===== config.mk =====
export PLATFORM = sky130hd
export DESIGN_NAME = oag_top
export DESIGN_NICKNAME = d
export VERILOG_FILES = /design/src/rtl/oag_pkg.sv /design/src/rtl/oag_top.sv
export SDC_FILE = /design/constraint.sdc
export NUM_CORES = 1
export LEC_CHECK = 0
export ABC_CLOCK_PERIOD_IN_PS = 5400
export BUFFER_PORTS_ARGS = -buffer_cell sky130_fd_sc_hd__buf_4
export CAP_MARGIN = 20
export CORE_UTILIZATION = 40
export CTS_CLUSTER_DIAMETER = 80
export DETAILED_ROUTE_END_ITERATION = 7
export GPL_TIMING_DRIVEN = 0
export PLACE_DENSITY = 0.54
export RECOVER_POWER = 100
export SLEW_MARGIN = 20
export SYNTH_ARGS = -nofsm -noshare
export SYNTH_HDL_FRONTEND = slang
export SYNTH_SLANG_ARGS = --single-unit

===== constraint.sdc =====
create_clock -name pclk -period 5.4 [get_ports pclk]
set_clock_uncertainty 0.05 [all_clocks]
set_input_delay 0.27 -clock pclk [delete_from_list [all_inputs] [get_ports pclk]]
set_output_delay 0.27 -clock pclk [all_outputs]
set_load 0.05 [all_outputs]

===== src/rtl/oag_pkg.sv =====
// shared constants and types of the operand address generator
package oag_pkg;

  // ---------------------------------------------------------------
  // data widths
  // ---------------------------------------------------------------
  localparam int unsigned OAG_WORD_W = 16;
  localparam int unsigned OAG_REGS = 16;

  // ---------------------------------------------------------------
  // apb register byte offsets
  // ---------------------------------------------------------------
  localparam logic [7:0] OAG_ADDR_CTRL = 8'h00;
  localparam logic [7:0] OAG_ADDR_INSTR0 = 8'h04;
  localparam logic [7:0] OAG_ADDR_INSTR1 = 8'h08;
  localparam logic [7:0] OAG_ADDR_PROG = 8'h0c;
  localparam logic [7:0] OAG_ADDR_REGSEL = 8'h10;
  localparam logic [7:0] OAG_ADDR_REGDATA = 8'h14;
  localparam logic [7:0] OAG_ADDR_STATUS = 8'h18;
  localparam logic [7:0] OAG_ADDR_TARGET = 8'h1c;
  localparam logic [7:0] OAG_ADDR_OPERAND = 8'h20;
  localparam logic [7:0] OAG_ADDR_WDATA = 8'h24;
  localparam logic [7:0] OAG_ADDR_FPIN = 8'h28;
  localparam logic [7:0] OAG_ADDR_FPOUT = 8'h2c;
  localparam logic [7:0] OAG_ADDR_FPNEG = 8'h30;
  localparam logic [7:0] OAG_ADDR_PAIR = 8'h34;
  localparam logic [7:0] OAG_ADDR_FPSCALE = 8'h38;
  localparam logic [7:0] OAG_ADDR_BITMASK = 8'h3c;

  // ---------------------------------------------------------------
  // control and status fields (lsb numbering of the apb word)
  // ---------------------------------------------------------------
  localparam int unsigned OAG_CTRL_START = 0;
  localparam int unsigned OAG_CTRL_MODE_LSB = 1;
  localparam int unsigned OAG_CTRL_BRANCH = 4;
  localparam int unsigned OAG_CTRL_WRITE = 5;
  localparam int unsigned OAG_STAT_BUSY = 0;
  localparam int unsigned OAG_STAT_DONE = 1;
  localparam int unsigned OAG_STAT_OCTET = 2;
  localparam int unsigned OAG_STAT_NEG = 3;
  localparam int unsigned OAG_STAT_PTR = 4;

  // ---------------------------------------------------------------
  // instruction fields, numbered with bit 0 as the msb
  // ---------------------------------------------------------------
  localparam int unsigned OAG_PRIM_FIRST = 8;
  localparam int unsigned OAG_NIB_FIRST = 12;
  localparam int unsigned OAG_IDX_FIRST = 12;
  localparam int unsigned OAG_IND_BIT = 15;

  // ---------------------------------------------------------------
  // formats and reset values
  // ---------------------------------------------------------------
  localparam logic [11:0] OAG_FP_EXP_UNITY = 12'h400;
  localparam int unsigned OAG_FP_FRAC_W = 22;
  localparam logic [15:0] OAG_RST_WORD = 16'h0000;
  localparam logic [3:0] OAG_RST_SEL = 4'h0;
  localparam logic [15:0] OAG_BIT0_MASK = 16'h8000;

  typedef enum logic [2:0] {
    OAG_MODE_MEMREF = 3'h0,
    OAG_MODE_IMM = 3'h1,
    OAG_MODE_SDISP = 3'h2,
    OAG_MODE_SIDX = 3'h3,
    OAG_MODE_BYTE = 3'h4,
    OAG_MODE_BIT = 3'h5
  } oag_mode_t;

  typedef enum logic [3:0] {
    OAG_ST_IDLE = 4'b0001,
    OAG_ST_CALC = 4'b0010,
    OAG_ST_PTR = 4'b0100,
    OAG_ST_OPER = 4'b1000
  } oag_state_t;

endpackage


===== src/rtl/oag_top.sv =====
// operand address generator: field decode, effective address and data formats
// Operation
// - sixteen-bit words, bit 0 is the most significant bit
// - doubleword from even register (upper) and next odd register (lower)
// - two bytes per word; select 0 is bits 0-7, 1 is bits 8-15
// - fixed point: msb sign, zero positive, negatives in two's complement
// - float: sign bit 0, exponent bits 1-9, 400 hex means scale one
// - zero fraction forces exponent to zero, giving an all-zero value
// - negative float is integer two's complement of its magnitude
// - sixteen registers: 0 is panel switches, 1-15 general flip-flops
// - each register designator is a four-bit field, except the three-bit index field
// - only registers 1-7 index; index field zero means no indexing
// - sixteen-bit word address sent to memory with read or write
// - no index, no indirect: second word is the address
// - indexed: signed index register plus second word, low 16 bits
// - indirect: address fetched from second word location, one extra cycle
// - indexed indirect: index added first, then address fetched from sum
// - immediate: operand is the second word, program register advances two
// - short displaced: nibble displacement added to base pointer, unmodified
// - branch in short displaced mode uses program register as base
// - short indexed: named register contents are the address
// - byte: base plus displacement shifted right, shifted bit selects byte
// - bit number 0-15, zero selects the most significant bit
module oag_top
  import oag_pkg::*;
#(
  parameter int unsigned ADDR_W = 16
) (
  input wire logic pclk,
  input wire logic presetn,
  input wire logic psel,
  input wire logic penable,
  input wire logic pwrite,
  input wire logic [7:0] paddr,
  input wire logic [31:0] pwdata,
  input wire logic [3:0] pstrb,
  output logic [31:0] prdata,
  output logic pready,
  output logic pslverr,
  input wire logic [15:0] panel_switches,
  output logic [15:0] mem_addr,
  output logic mem_req,
  output logic mem_we,
  output logic [15:0] mem_wdata,
  input wire logic [15:0] mem_rdata,
  input wire logic mem_ack
);

  // ---------------------------------------------------------------
  // parameter checks
  // ---------------------------------------------------------------
  if (ADDR_W != OAG_WORD_W) begin : g_bad_width
    $error("oag_top serves only a 16-bit word address");
  end

  // ---------------------------------------------------------------
  // helpers
  // ---------------------------------------------------------------
  // fields are counted from the msb, so bit n of a word sits at index 15-n
  function automatic logic [3:0] nib(input logic [15:0] w, input int unsigned first);
    nib = w[15 - first -: 4];
  endfunction

  // the carry out is dropped on purpose: addresses wrap round memory
  function automatic logic [15:0] add16(input logic [15:0] a, input logic [15:0] b);
    logic [16:0] s;
    s = {1'b0, a} + {1'b0, b};
    add16 = s[15:0];
  endfunction

  // ---------------------------------------------------------------
  // state
  // ---------------------------------------------------------------
  logic [15:0] gpr [1:OAG_REGS-1];
  logic [15:0] sw_meta;
  logic [15:0] sw_sync;
  logic [15:0] instr0;
  logic [15:0] instr1;
  logic [15:0] prog;
  logic [3:0] reg_sel;
  logic [15:0] wdata;
  logic [31:0] fp_in;
  oag_mode_t mode;
  logic branch;
  logic write_op;
  oag_state_t state;
  logic done;
  logic ptr_used;
  logic octet_select;
  logic [15:0] word_target;
  logic [15:0] operand;

  logic wr_en;
  logic rd_en;
  logic start;
  logic [15:0] next_word_target;
  logic next_octet;
  logic [15:0] pair_hi;
  logic [15:0] pair_lo;
  logic [31:0] fp_abs;
  logic [31:0] fp_norm;
  logic [8:0] fp_scale;
  logic [15:0] bit_mask;

  // ---------------------------------------------------------------
  // register file read
  // ---------------------------------------------------------------
  function automatic logic [15:0] rd_reg(input logic [3:0] idx);
    if (idx == 4'h0) begin
      rd_reg = sw_sync;
    end else begin
      rd_reg = gpr[idx];
    end
  endfunction

  // panel switches are operator set and asynchronous to pclk
  always_ff @(posedge pclk or negedge presetn) begin
    if (!presetn) begin
      sw_meta <= OAG_RST_WORD;
      sw_sync <= OAG_RST_WORD;
    end else begin
      sw_meta <= panel_switches;
      sw_sync <= sw_meta;
    end
  end

  // ---------------------------------------------------------------
  // apb slave
  // ---------------------------------------------------------------
  assign pready = 1'b1;
  assign wr_en = psel && penable && pwrite;
  assign rd_en = psel && penable && !pwrite;
  assign start = wr_en && (paddr == OAG_ADDR_CTRL) && pwdata[OAG_CTRL_START]
    && (state == OAG_ST_IDLE);

  // the map is dense: every aligned offset up to the bit mask is a register
  assign pslverr = psel && penable
    && (paddr[1:0] != 2'b00 || paddr > OAG_ADDR_BITMASK);

  // software set-up registers; the engine owns the program register and
  // the second word while it runs, so those writes are ignored when busy
  always_ff @(posedge pclk or negedge presetn) begin
    if (!presetn) begin
      instr0 <= OAG_RST_WORD;
      reg_sel <= OAG_RST_SEL;
      wdata <= OAG_RST_WORD;
      fp_in <= {OAG_RST_WORD, OAG_RST_WORD};
      mode <= OAG_MODE_MEMREF;
      branch <= 1'b0;
      write_op <= 1'b0;
    end else if (wr_en && state == OAG_ST_IDLE) begin
      case (paddr)
        OAG_ADDR_CTRL: begin
          mode <= oag_mode_t'(pwdata[OAG_CTRL_MODE_LSB +: 3]);
          branch <= pwdata[OAG_CTRL_BRANCH];
          write_op <= pwdata[OAG_CTRL_WRITE];
        end
        OAG_ADDR_INSTR0: instr0 <= pwdata[15:0];
        OAG_ADDR_REGSEL: reg_sel <= pwdata[3:0];
        OAG_ADDR_WDATA: wdata <= pwdata[15:0];
        OAG_ADDR_FPIN: fp_in <= pwdata;
        default: begin
        end
      endcase
    end
  end

  // general registers; a write to register 0 is dropped, the switches
  // cannot be loaded by program
  always_ff @(posedge pclk or negedge presetn) begin
    if (!presetn) begin
      for (int i = 1; i < OAG_REGS; i++) begin
        gpr[i] <= OAG_RST_WORD;
      end
    end else if (wr_en && state == OAG_ST_IDLE && paddr == OAG_ADDR_REGDATA
        && reg_sel != 4'h0) begin
      gpr[reg_sel] <= pwdata[15:0];
    end
  end

  // ---------------------------------------------------------------
  // data formats
  // ---------------------------------------------------------------
  // an odd designator is forced even; a process so that file writes are seen
  always_comb begin
    pair_hi = rd_reg({reg_sel[3:1], 1'b0});
    pair_lo = rd_reg({reg_sel[3:1], 1'b1});
  end

  assign fp_abs = fp_in[31] ? 32'h0 - fp_in : fp_in;

  always_comb begin
    fp_norm = fp_in;
    if (fp_abs[OAG_FP_FRAC_W-1:0] == {OAG_FP_FRAC_W{1'b0}}) begin
      fp_norm = 32'h0000_0000;
    end
  end

  // exponent sits in bits 1-9; the unity code is given with sign and two
  // fraction bits around it, hence the slice
  assign fp_scale = fp_abs[30:22] - OAG_FP_EXP_UNITY[10:2];

  assign bit_mask = OAG_BIT0_MASK >> nib(instr0, OAG_PRIM_FIRST);

  always_comb begin
    prdata = 32'h0000_0000;
    if (rd_en) begin
      case (paddr)
        OAG_ADDR_CTRL: begin
          prdata = {26'h0, write_op, branch, mode, 1'b0};
        end
        OAG_ADDR_INSTR0: prdata = {16'h0, instr0};
        OAG_ADDR_INSTR1: prdata = {16'h0, instr1};
        OAG_ADDR_PROG: prdata = {16'h0, prog};
        OAG_ADDR_REGSEL: prdata = {28'h0, reg_sel};
        OAG_ADDR_REGDATA: prdata = {16'h0, rd_reg(reg_sel)};
        OAG_ADDR_STATUS: begin
          prdata = {27'h0, ptr_used, operand[15], octet_select, done,
            state != OAG_ST_IDLE};
        end
        OAG_ADDR_TARGET: prdata = {16'h0, word_target};
        OAG_ADDR_OPERAND: prdata = {16'h0, operand};
        OAG_ADDR_WDATA: prdata = {16'h0, wdata};
        OAG_ADDR_FPIN: prdata = fp_in;
        OAG_ADDR_FPOUT: prdata = fp_norm;
        OAG_ADDR_FPNEG: prdata = 32'h0 - fp_norm;
        OAG_ADDR_PAIR: prdata = {pair_hi, pair_lo};
        OAG_ADDR_FPSCALE: prdata = {{23{fp_scale[8]}}, fp_scale};
        OAG_ADDR_BITMASK: prdata = {16'h0, bit_mask};
        default: prdata = 32'h0000_0000;
      endcase
    end
  end

  // ---------------------------------------------------------------
  // effective address
  // ---------------------------------------------------------------
  always_comb begin
    logic [3:0] idx;
    logic [15:0] base;
    logic [15:0] disp;
    idx = 4'h0;
    base = OAG_RST_WORD;
    disp = OAG_RST_WORD;
    next_word_target = instr1;
    next_octet = 1'b0;
    case (mode)
      OAG_MODE_MEMREF, OAG_MODE_BIT: begin
        idx = {1'b0, instr0[15 - OAG_IDX_FIRST -: 3]};
        if (idx == 4'h0) begin
          next_word_target = instr1;
        end else begin
          next_word_target = add16(instr1, gpr[idx]);
        end
      end
      OAG_MODE_SDISP: begin
        base = branch ? prog : gpr[1];
        next_word_target = add16(base, {12'h0, nib(instr0, OAG_NIB_FIRST)});
      end
      OAG_MODE_SIDX: begin
        next_word_target = rd_reg(nib(instr0, OAG_NIB_FIRST));
      end
      OAG_MODE_BYTE: begin
        idx = {nib(instr0, OAG_NIB_FIRST) & 4'he};
        base = rd_reg(idx);
        disp = rd_reg(idx | 4'h1);
        next_word_target = add16(base, {disp[15], disp[15:1]});
        next_octet = disp[0];
      end
      default: begin
        next_word_target = instr1;
      end
    endcase
  end

  // ---------------------------------------------------------------
  // sequencer
  // ---------------------------------------------------------------
  // each memory access holds mem_req until mem_ack; the pointer fetch is
  // the only extra cycle, indexing costs none
  always_ff @(posedge pclk or negedge presetn) begin
    if (!presetn) begin
      state <= OAG_ST_IDLE;
      word_target <= OAG_RST_WORD;
      octet_select <= 1'b0;
      ptr_used <= 1'b0;
      mem_addr <= OAG_RST_WORD;
      mem_req <= 1'b0;
      mem_we <= 1'b0;
      mem_wdata <= OAG_RST_WORD;
    end else begin
      case (state)
        OAG_ST_IDLE: begin
          if (start) begin
            state <= OAG_ST_CALC;
            ptr_used <= 1'b0;
          end
        end
        OAG_ST_CALC: begin
          word_target <= next_word_target;
          octet_select <= next_octet;
          if (mode == OAG_MODE_IMM) begin
            state <= OAG_ST_IDLE;
          end else if ((mode == OAG_MODE_MEMREF || mode == OAG_MODE_BIT)
              && instr0[15 - OAG_IND_BIT]) begin
            mem_addr <= next_word_target;
            mem_we <= 1'b0;
            mem_req <= 1'b1;
            ptr_used <= 1'b1;
            state <= OAG_ST_PTR;
          end else begin
            mem_addr <= next_word_target;
            mem_we <= write_op;
            mem_wdata <= wdata;
            mem_req <= 1'b1;
            state <= OAG_ST_OPER;
          end
        end
        OAG_ST_PTR: begin
          if (mem_ack) begin
            // single level: the fetched word is used as is
            word_target <= mem_rdata;
            mem_addr <= mem_rdata;
            mem_we <= write_op;
            mem_wdata <= wdata;
            state <= OAG_ST_OPER;
          end
        end
        OAG_ST_OPER: begin
          if (mem_ack) begin
            mem_req <= 1'b0;
            mem_we <= 1'b0;
            state <= OAG_ST_IDLE;
          end
        end
        default: begin
          state <= OAG_ST_IDLE;
          mem_req <= 1'b0;
        end
      endcase
    end
  end

  // operand capture; a byte read lands right-justified with zero fill
  always_ff @(posedge pclk or negedge presetn) begin
    if (!presetn) begin
      operand <= OAG_RST_WORD;
    end else if (state == OAG_ST_CALC && mode == OAG_MODE_IMM) begin
      operand <= write_op ? wdata : instr1;
    end else if (state == OAG_ST_OPER && mem_ack && !mem_we) begin
      if (mode == OAG_MODE_BYTE) begin
        operand <= {8'h00, octet_select ? mem_rdata[7:0] : mem_rdata[15:8]};
      end else begin
        operand <= mem_rdata;
      end
    end
  end

  // second word and program register; immediate writes replace the
  // second word itself
  always_ff @(posedge pclk or negedge presetn) begin
    if (!presetn) begin
      instr1 <= OAG_RST_WORD;
      prog <= OAG_RST_WORD;
    end else if (state == OAG_ST_IDLE && wr_en && paddr == OAG_ADDR_INSTR1) begin
      instr1 <= pwdata[15:0];
    end else if (state == OAG_ST_IDLE && wr_en && paddr == OAG_ADDR_PROG) begin
      prog <= pwdata[15:0];
    end else if (state == OAG_ST_CALC) begin
      if (mode == OAG_MODE_IMM && write_op) begin
        instr1 <= wdata;
      end
      if (mode == OAG_MODE_IMM || mode == OAG_MODE_MEMREF || mode == OAG_MODE_BIT) begin
        prog <= add16(prog, 16'h0002);
      end else begin
        prog <= add16(prog, 16'h0001);
      end
    end
  end

  // done: hardware set wins over a software clear in the same cycle
  always_ff @(posedge pclk or negedge presetn) begin
    if (!presetn) begin
      done <= 1'b0;
    end else if ((state == OAG_ST_OPER && mem_ack)
        || (state == OAG_ST_CALC && mode == OAG_MODE_IMM)) begin
      done <= 1'b1;
    end else if (start || (wr_en && paddr == OAG_ADDR_STATUS
        && pwdata[OAG_STAT_DONE])) begin
      done <= 1'b0;
    end
  end

endmodule


=== Yosys cells after proc, flatten, opt, wreduce, memory -nomap -nowiden ===
Index checks and enable logic that the tools add are counted.

* Input bits: 82
* Output and inout bits: 68
* Bits in registers: 450
* Logic and storage cells: 236

* Equal/unequal tests: 32
* Shifts and indexed selects: 1
* Bitwise gates (word level): 9
* Reduce and logical (&&, ||, !) cells: 63
* Muxes and demuxes: 78
* $lt $le $gt $ge: 9
* $add $sub $neg: 8

{| class="wikitable"
|+ Operators by type and width
! cell !! count
|-
| 16-bit two-way mux || 40
|-
| 32-bit one-hot mux with 16 select lines || 1
|-
| 16-bit binary-select mux with 4-bit select || 7
|-
| 240-bit bitwise mux || 1
|-
| 16-bit one-hot mux with 2 select lines || 3
|-
| 16-bit demux with 4-bit select || 1
|-
| 8-bit by 6-bit equality test with 1-bit output, second input constant || 8
|-
| 32-bit two-way mux || 2
|-
| 16-bit one-hot mux with 4 select lines || 1
|-
| 5-bit >= comparator, second input constant || 7
|-
| 16-bit adder || 2
|-
| 8-bit by 5-bit equality test with 1-bit output, second input constant || 4
|-
| 1-bit by 32-bit subtractor with 32-bit output, first input constant || 1
|-
| 31-bit two-way mux || 1
|-
| 1-bit by 31-bit subtractor with 31-bit output, first input constant || 1
|-
| 4-bit inverter with 5-bit output || 6
|-
| 22-bit logical NOT || 1
|-
| 1-bit logical AND || 20
|-
| 4-bit two-way mux || 5
|-
| 16-bit by 1-bit adder with 16-bit output, second input constant || 1
|-
| 16-bit by 2-bit adder with 16-bit output, second input constant || 1
|-
| 16-bit by 4-bit adder with 16-bit output || 1
|-
| 8-bit by 4-bit equality test with 1-bit output, second input constant || 2
|-
| 4-bit logical NOT || 4
|-
| 32 further kinds || 79
|}

=== Depth between registers and ports, before layout ===
Gate-level depths: netlist (run 1).

* Depth in word-level cells: 10
* Gate-level depth with buffers: 22
* Depth with buffers taken out: 16

=== Worst setup path before layout (run 1) ===
OpenSTA, ideal clock, no wires.

* Path type: register -> register
* From: reg instr0[1]
* To: reg mem_addr[14]
* Cell stages (with the launch flop): 21
* Slack: 851 ps
* Setup time: 132 ps
* Arrival: 4367 ps
* Path buffers: 7
* Period minus slack after synthesis: 4549 ps
* Cell sequence: dfrtp_1 > buf_6 > buf_6 > buf_2 > buf_4 > buf_4 > buf_4 > buf_2 > mux4_2 > nor2_1 > nor2_1 > ha_1 > fa_1 > a211oi_1 > o21ai_0 > a21oi_1 > o21ai_0 > nor4b_1 > a2111o_1 > a211oi_1 > o21ai_0

* Cells in the longest elaborated chain, start to end: 10

{| class="wikitable"
|+ Ends and longest elaborated chain
! element !! RTL line !! RTL
|-
| start, declared || oag_top.sv:77 || <nowiki>logic [15:0] instr0;</nowiki>
|-
| start signal, assigned || oag_top.sv:158 || <nowiki>OAG_ADDR_INSTR0: instr0 <= pwdata[15:0];</nowiki>
|-
| 4-bit inverter with 5-bit output (implied by the code) || oag_top.sv:112 || <nowiki>rd_reg = gpr[idx];</nowiki>
|-
| 16-bit binary-select mux with 4-bit select || oag_top.sv:112 ||
|-
| 16-bit two-way mux (implied by the code) (2 in a row) || oag_top.sv:112 ||
|-
| 16-bit two-way mux || oag_top.sv:109 || <nowiki>if (idx == 4'h0) begin</nowiki>
|-
| 16-bit two-way mux || oag_top.sv:247 || <nowiki>case (mode)</nowiki>
|-
| 16-bit adder || oag_top.sv:67 || <nowiki>s = {1'b0, a} + {1'b0, b};</nowiki>
|-
| 16-bit one-hot mux with 4 select lines (*) || oag_top.sv:247 ||
|-
| 16-bit two-way mux (*) || oag_top.sv:302 || <nowiki>if (mode == OAG_MODE_IMM) begin</nowiki>
|-
| 16-bit one-hot mux with 2 select lines (*) || oag_top.sv:292 || <nowiki>case (state)</nowiki>
|-
| end signal, assigned || oag_top.sv:306 || <nowiki>mem_addr <= next_word_target;</nowiki>
|-
| end signal, assigned || oag_top.sv:312 || <nowiki>mem_addr <= next_word_target;</nowiki>
|-
| end signal, assigned || oag_top.sv:323 || <nowiki>mem_addr <= mem_rdata;</nowiki>
|-
| end, declared || oag_top.sv:41 || <nowiki>output logic [15:0] mem_addr,</nowiki>
|}

Every way passes the cells marked *; elsewhere a longest branch is shown, timed or not. The select of a mux whose other input is x is not followed.
A chain may end at the register's enable or synchronous reset.

=== Worst setup path after layout (run 1) ===
* From: reg reg_sel[3]
* To: out prdata[8]

* Cells in the longest elaborated chain, start to end: 7

{| class="wikitable"
|+ Ends and longest elaborated chain
! element !! RTL line !! RTL
|-
| start, declared || oag_top.sv:80 || <nowiki>logic [3:0] reg_sel;</nowiki>
|-
| start signal, assigned || oag_top.sv:159 || <nowiki>OAG_ADDR_REGSEL: reg_sel <= pwdata[3:0];</nowiki>
|-
| 4-bit inverter with 5-bit output (implied by the code) || oag_top.sv:112 ||
|-
| 16-bit binary-select mux with 4-bit select || oag_top.sv:112 ||
|-
| 16-bit two-way mux (implied by the code) (2 in a row) || oag_top.sv:112 ||
|-
| 16-bit two-way mux || oag_top.sv:109 ||
|-
| 32-bit one-hot mux with 16 select lines (*) || oag_top.sv:208 || <nowiki>case (paddr)</nowiki>
|-
| 32-bit two-way mux (*) || oag_top.sv:207 || <nowiki>if (rd_en) begin</nowiki>
|-
| end, declared || oag_top.sv:37 || <nowiki>output logic [31:0] prdata,</nowiki>
|}

Marks and branches as above.

==> flow_summary.yaml, run 1 <==
placement:
  placedCellCount: 4232
  post-place-ws_ns: -2.71
  place_hpwl_um: 140000
  placed_cell_area_um2: 33000
  io_buffer_count: 132
  gp_congestion: 1.16
drt:
  post-route-drc-count: 0
  drtIter0Drc: 4302
  wirelength_um: 189000
  antenna_left: 0
  drt-vias-per-instance: 7.11
  drtPass1Iterations: 6
  wire_per_inst_um: 42.8
  vias: 31300
setup_path:
  worstPathRequired_ns: 5.08
  critPathSlowestCell: "clkbuf_1"
  endpoint_kind: "output port"
  crit_chain: "buf_2 -> clkbuf_1 -> clkbuf_2 -> clkbuf_1 -> o2111ai_1 -> o21ai_0 -> o221ai_1 -> a31oi_1 -> clkbuf_2"
  crit_buf_inv: 5
  path_class: "reg -> out"
  path_max_fanout: 10
  cp_top_family: "buffers and inverters"
  arrival_ns: 5.42
  cp-start-kind: "flip-flop"
  max_stage_delay_ns: 0.89
logic_synthesis:
  synth-main-ff-cell: "dfrtp_1"
  synthDominantCellAreaShare: 0.368
  ys_ff_latch: 450
  yosysUniqueCellTypes: 87
  synth.most_common_cell: "dfrtp_1"
  netlist_instances: 3122
  synthesis.nets: 3244
  synth-edff-count: 0
  seq_area_frac_synth: 0.369
  syn_area_per_cell_um2: 9.79
  ys.warnings.count: 0
  synth_area_leaders: "dfrtp_1 (37%), mux2_2 (15%), mux4_2 (6.0%), mux2i_1 (5.2%), nand2_1 (3.8%)"
  yosysTopAreaCell: "dfrtp_1"
  synthTopCellsByCount: "dfrtp_1 (449), mux2_2 (412), nand2_1 (313)"
  syn-cell-area_um2: 30600
  synth-async-reset-ratio: 1.00
floorplan:
  start_util: 0.407
  chipWidth_um: 278
  core_um2: 75100
  die_h_um: 278
  die_area_um2: 77500
  io_pins: 150
  num_rows: 100
grt:
  grt_pass1_vias: 29900
  grt_overflow: 0
  antenna_found_initial: 22
  grt_max_degree: 103
  grt_usage: 0.479
  grt_pass1_wl_um: 254000
pwr:
  power_frac_comb: 0.101
  p_leak_nw: 15.0
  cellInternalPower_w: 0.00619
  p_clk_frac: 0.497
  power_density_nw_per_um2: 241
  p_total_w: 0.00859
  ir_drop_uv: 300
  sw_frac_of_total: 0.280
  p_seq_frac: 0.402
  power_switching_w: 0.00240
timing:
  maxClockFrequency_mhz: 174
  fin_tns_setup_ns: -3.21
  slew_headroom: -0.681
  finalCritPeriodShare: 1.06
  final_max_slew_viol_count: 375
  period_minus_slack_ns: 5.74
  setup_viol: 24
  setup_slack_ns: -0.337
  timing_hold_violations_final: 0
  worst_pin_slew_ns: 2.52
hold_path:
  min_path_type: "in -> reg"
clock_tree:
  cts-htree-levels: 2
  cts_tree: "yes"
  numCtsBuffers: 57
  root_buffer: "clkbuf_16"
  clock_path_buffers: 3
  cts_sinks: 450
  clk_latency_ns: 0.67
  path_clk_slew_ns: 0.06
status:
  violations: "capacitance limit, slew limit, setup timing"
  status: "complete, but fails checks"
final_layout:
  multi_input_area_um2: 18200
  fin_nets: 3497
  instances_no_fill: 4401
  syn2layout_area_growth_pct: 16.8
  fill_cells: 7213
  fin_area_um2: 35700
  drive_gt1_frac: 0.250
  final-seq-area_um2: 11300
job:
  drv_cap: 13
## registers in the layout (all words and copies together) (netlist names), 3 cells and up
register	count
instr0	16
gpr	240
mode	3
prog	16
fp_in	32
instr1	16
mem_addr	16
operand	16
wdata	16
word_target	16
state	4
sw_meta	16
reg_sel	4
mem_wdata	16
sw_sync	16
## kinds of logic (layout without fill, tap and decap cells)
family / after synthesis / after routing / synth area share
buf+inv: 297 / 598 / 0.0411
fa+ha+maj: 40 / 40 / 0.0171
compound gates: 764 / 764 / 0.164
simple gates: 854 / 854 / 0.127
mux: 651 / 651 / 0.263
flops: 450 / 450 / 0.369
other cells: 1 / 10 / 0.000123
xor+xnor: 65 / 65 / 0.0186
## what timing repair did
| action | in CTS | in global routing |
|---|---|---|
| resized for setup | 96 | 28 |
| pin swaps | 2 | 1 |
| setup endpoints to repair | 45 | 15 |
| setup buffers | 1 | 0 |
| hold buffers | 52 | 0 |
| endpoints found under the hold margin | 334 | 0 |
## worst paths after layout
kind,end,start,depth (start not counted),slack (ns)
min in group asynchronous,fp_in[18]$_DFFE_PN0P_,presetn,2,0.70
worst min-delay path,gpr[214]$_DFFE_PN0P_,pwdata[6],3,0.03
worst max register to register,mem_addr[1]$_DFFE_PN0P_,instr0[0]$_DFFE_PN0P_,10,-0.11
worst min register to register,sw_sync[8]$_DFF_PN0_,sw_meta[8]$_DFF_PN0_,0,0.30
max in group asynchronous,instr0[3]$_DFFE_PN0P_,presetn,3,1.11
worst max-delay path,prdata[8],reg_sel[3]$_DFFE_PN0P_,9,-0.34
## power by group through the flow
stage / Clock, W / Sequential (W) / Combinational (W)
3_3_place_gp: 0 / 0.00351 / 0.000769
5_1_grt: 0.00439 / 0.00345 / 0.000886
2_1_floorplan: 0 / 0.00350 / 0.000349
4_1_cts: 0.00427 / 0.00345 / 0.000830
3_5_place_dp: 0 / 0.00351 / 0.000790
6_report: 0.00427 / 0.00346 / 0.000868
## metrics by stage
step / hold WS, ns / utilization
6_report: 0.0257 / 0.475
5_1_grt: 0.0479 / 0.475
4_1_cts: 0.00396 / 0.478
3_5_place_dp: 0.122 / 0.440
3_3_place_gp: 0.282 / 0.436
2_1_floorplan: -0.0756 / -
## layout by cell type (no fill, tap or decap), types with 46 or more instances in the layout
| cell | Yosys | final |
|---|---|---|
| a22oi_1 | 48 | 48 |
| buf_4 | 9 | 69 |
| clkbuf_16 | 0 | 57 |
| a31oi_1 | 50 | 49 |
| o21ai_0 | 181 | 174 |
| clkbuf_1 | 171 | 205 |
| nor2_1 | 261 | 255 |
| mux2i_1 | 158 | 158 |
| mux2_2 | 412 | 412 |
| clkbuf_2 | 1 | 46 |
| a21oi_1 | 169 | 165 |
| a221oi_1 | 56 | 55 |
| mux4_2 | 81 | 81 |
| dfrtp_1 | 449 | 448 |
| nor3_1 | 51 | 50 |
| dlygate4sd3_1 | 0 | 52 |
| nand2_1 | 313 | 312 |
| nand3_1 | 69 | 69 |
## tightest hold or removal path, cell delays in order
cell	delay (ns)
clkbuf_1	0.21
nand2_1	0.11
o21ai_0	0.08
## metal layers
metal / vias to the layer above / share of wire / global-route usage
li1: 12200 / - / -
met1: 15700 / 0.36 / 0.566
met2: 2594 / 0.42 / 0.699
met3: 784 / 0.13 / 0.188
met4: 22 / 0.095 / 0.365
met5: - / 0.00083 / 0
## final cells by class
type,count,share of cell area
sequential,450,0.316
multi-input combinational,2375,0.509
inverter,34,0.00368
tap,969,0.0340
clock inverter,35,0.0147
buffer,260,0.0373
antenna,9,0.000631
clock buffer,72,0.0435
timing repair buffer,197,0.0412
No activity file was read; power rests on OpenSTA's default activity.
==> run 2, diff against run 1 <==
- CTS_BUF_LIST: default -> sky130_fd_sc_hd__clkbuf_2 sky130_fd_sc_hd__clkbuf_4 sky130_fd_sc_hd__clkbuf_8
==> run 2 against run 1 <==
The flow finishes with violations (DRC, capacitance limit, slew limit, setup timing). Final area is 0.25% lower. Critical path depth is 1 lower. Die area stayed put. Flip-flop and latch count stayed put. Non-clock buffer count is 5 higher.
==> flow_summary.yaml, run 2 (synthesis gave the netlist of run 1 again) <==
grt:
  grt_overflow: 0
  grt_max_degree: 103
  met3_usage: 0.179
  grt_pass1_vias: 30200
  use_met1: 0.575
  grt_most_used_layer: "met2"
  grt_usage: 0.482
  antenna_found_initial: 23
  grt_pass1_wl_um: 255000
  grtUsageMet2: 0.701
clock_tree:
  clk_latency_ns: 0.75
  cts_sinks: 450
  clock_path_buffers: 3
  path_clk_slew_ns: 0.07
  numCtsBuffers: 85
  cts-htree-levels: 3
  root_buffer: "clkbuf_8"
  cts_tree: "yes"
setup_path:
  worstRegToRegCells: 14
  reg2reg_from: "instr0[3]$_DFFE_PN0P_"
  path_max_fanout: 10
  cp-start-kind: "flip-flop"
  worstPathRequired_ns: 5.08
  max_stage_delay_ns: 0.92
  critPathSlowestCell: "clkbuf_1"
  r2r_slack_ns: -0.17
  arrival_ns: 5.40
  path_class: "reg -> out"
  endpoint_kind: "output port"
  critPathLaunch: "reg_sel[3]$_DFFE_PN0P_"
  crit_chain: "buf_2 -> clkdlybuf4s15_1 -> clkbuf_2 -> clkbuf_1 -> o21ai_0 -> o221ai_1 -> a41oi_1 -> buf_4"
placement:
  io_buffer_count: 132
  place_hpwl_um: 140000
  placed_cell_area_um2: 33000
  post-place-ws_ns: -2.71
  gp_congestion: 1.16
timing:
  worst_pin_slew_ns: 4.12
  setup_viol: 26
  final_max_slew_viol_count: 364
  fin_tns_setup_ns: -3.65
  slew_headroom: -1.75
  timing_hold_violations_final: 0
  maxClockFrequency_mhz: 175
  setup_slack_ns: -0.319
  period_minus_slack_ns: 5.72
  finalCritPeriodShare: 1.06
hold_path:
  hold_start: "pwdata[15]"
  min_path_type: "in -> reg"
  min_path_cells: 3
floorplan:
  core_um2: 75100
  die_area_um2: 77500
  start_util: 0.407
  die_h_um: 278
  io_pins: 150
  chipWidth_um: 278
  num_rows: 100
drt:
  wire_per_inst_um: 42.5
  drtIter0Drc: 4595
  drtPass1Iterations: 8
  vias: 31600
  wirelength_um: 189000
  post-route-drc-count: 3
  antenna_left: 0
  drt-vias-per-instance: 7.11
final_layout:
  largest_registers: "gpr: 240 flops, fp_in: 32 flops"
  largest_reg_flops: 240
  syn2layout_area_growth_pct: 16.5
  top_register: "gpr"
  drive_gt1_frac: 0.262
  fill_cells: 7257
  fin_nets: 3530
  fin_area_um2: 35600
  most-common-layout-cells: "dfrtp_1 (448), mux2_2 (411), nand2_1 (312), nor2_1 (255), clkbuf_1 (194)"
  final_common_cell: "dfrtp_1"
status:
  status: "complete, but fails checks"
  violations: "DRC, capacitance limit, slew limit, setup timing"
job:
  drv_cap: 13
pwr:
  ir_drop_uv: 157
  power_density_nw_per_um2: 232
  p_leak_nw: 15.1
-- run 2: cell types whose count changed in the layout (fill, tap and decap cells not counted), sizes merged --
cell and delta:
buf +3, bufinv -3, clkbuf +42, clkdlybuf4s15 +2, clkinv +4, clkinvlp -4, diode -1, dlygate4sd3 +6
dlymetal6s4s +1
-- run 2: path summary, 6_finish.rpt --
check / endpoint
max: prdata[10]
min in group asynchronous: fp_in[16]$_DFFE_PN0P_
max in group asynchronous: instr1[8]$_DFFE_PN0P_
min: prog[15]$_DFFE_PN0P_
max reg2reg: mem_addr[15]$_DFFE_PN0P_
min reg2reg: sw_sync[8]$_DFF_PN0_
-- run 2: what timing repair did --
action	4_1_cts	5_1_grt
hold endpoints to repair	354	0
endpoints found under the setup margin	47	20
setup buffers	0	2
pin swaps	2	2
resized for setup	95	30
hold buffers	59	0
-- run 2: area by class of cell --
cell class / instances / area [um^2] / area share
well taps: 969 / 1210 / 0.0341
multi-input cells: 2375 / 18200 / 0.511
plain buffers: 259 / 1320 / 0.0370
repair buffers: 203 / 1540 / 0.0434
inverters: 34 / 131 / 0.00369
diodes: 8 / 20.0 / 0.000562
flip-flops and latches: 450 / 11300 / 0.316
clock inverters: 32 / 397 / 0.0111
clock buffers: 121 / 1540 / 0.0433
-- run 2: power breakdown --
part | switching, W | internal [W] | total (W)
registers | 0.0000525 | 0.00340 | 0.00346
logic | 0.000626 | 0.000247 | 0.000873
clock network | 0.00172 | 0.00220 | 0.00392
-- run 2: worst max-delay path, delay by kind of cell (launching register included) --
kind                   cells  cell delay (ns)
flip-flops                 1             0.32
AO/OA/AOI/OAI              3             1.40
buffers and inverters      5             2.93
-- run 2: stage by stage --
step / hold WS, ns / total power, W / util / instances
after floorplan: -0.0756 / 0.00385 / - / 3122
after global placement: 0.282 / 0.00428 / 0.436 / 4223
after detailed placement: 0.122 / 0.00430 / 0.440 / 4232
after CTS: 0.0756 / 0.00821 / 0.477 / 4441
after global routing: 0.106 / 0.00840 / 0.474 / 4445
final: 0.128 / 0.00825 / 0.474 / 4451
-- run 2: per-layer routing --
layer  share of wire  routed length (um)
met1            0.36               68200
met2            0.42               78700
met3            0.13               24000
met4           0.096               18100
met5         0.00054                 103
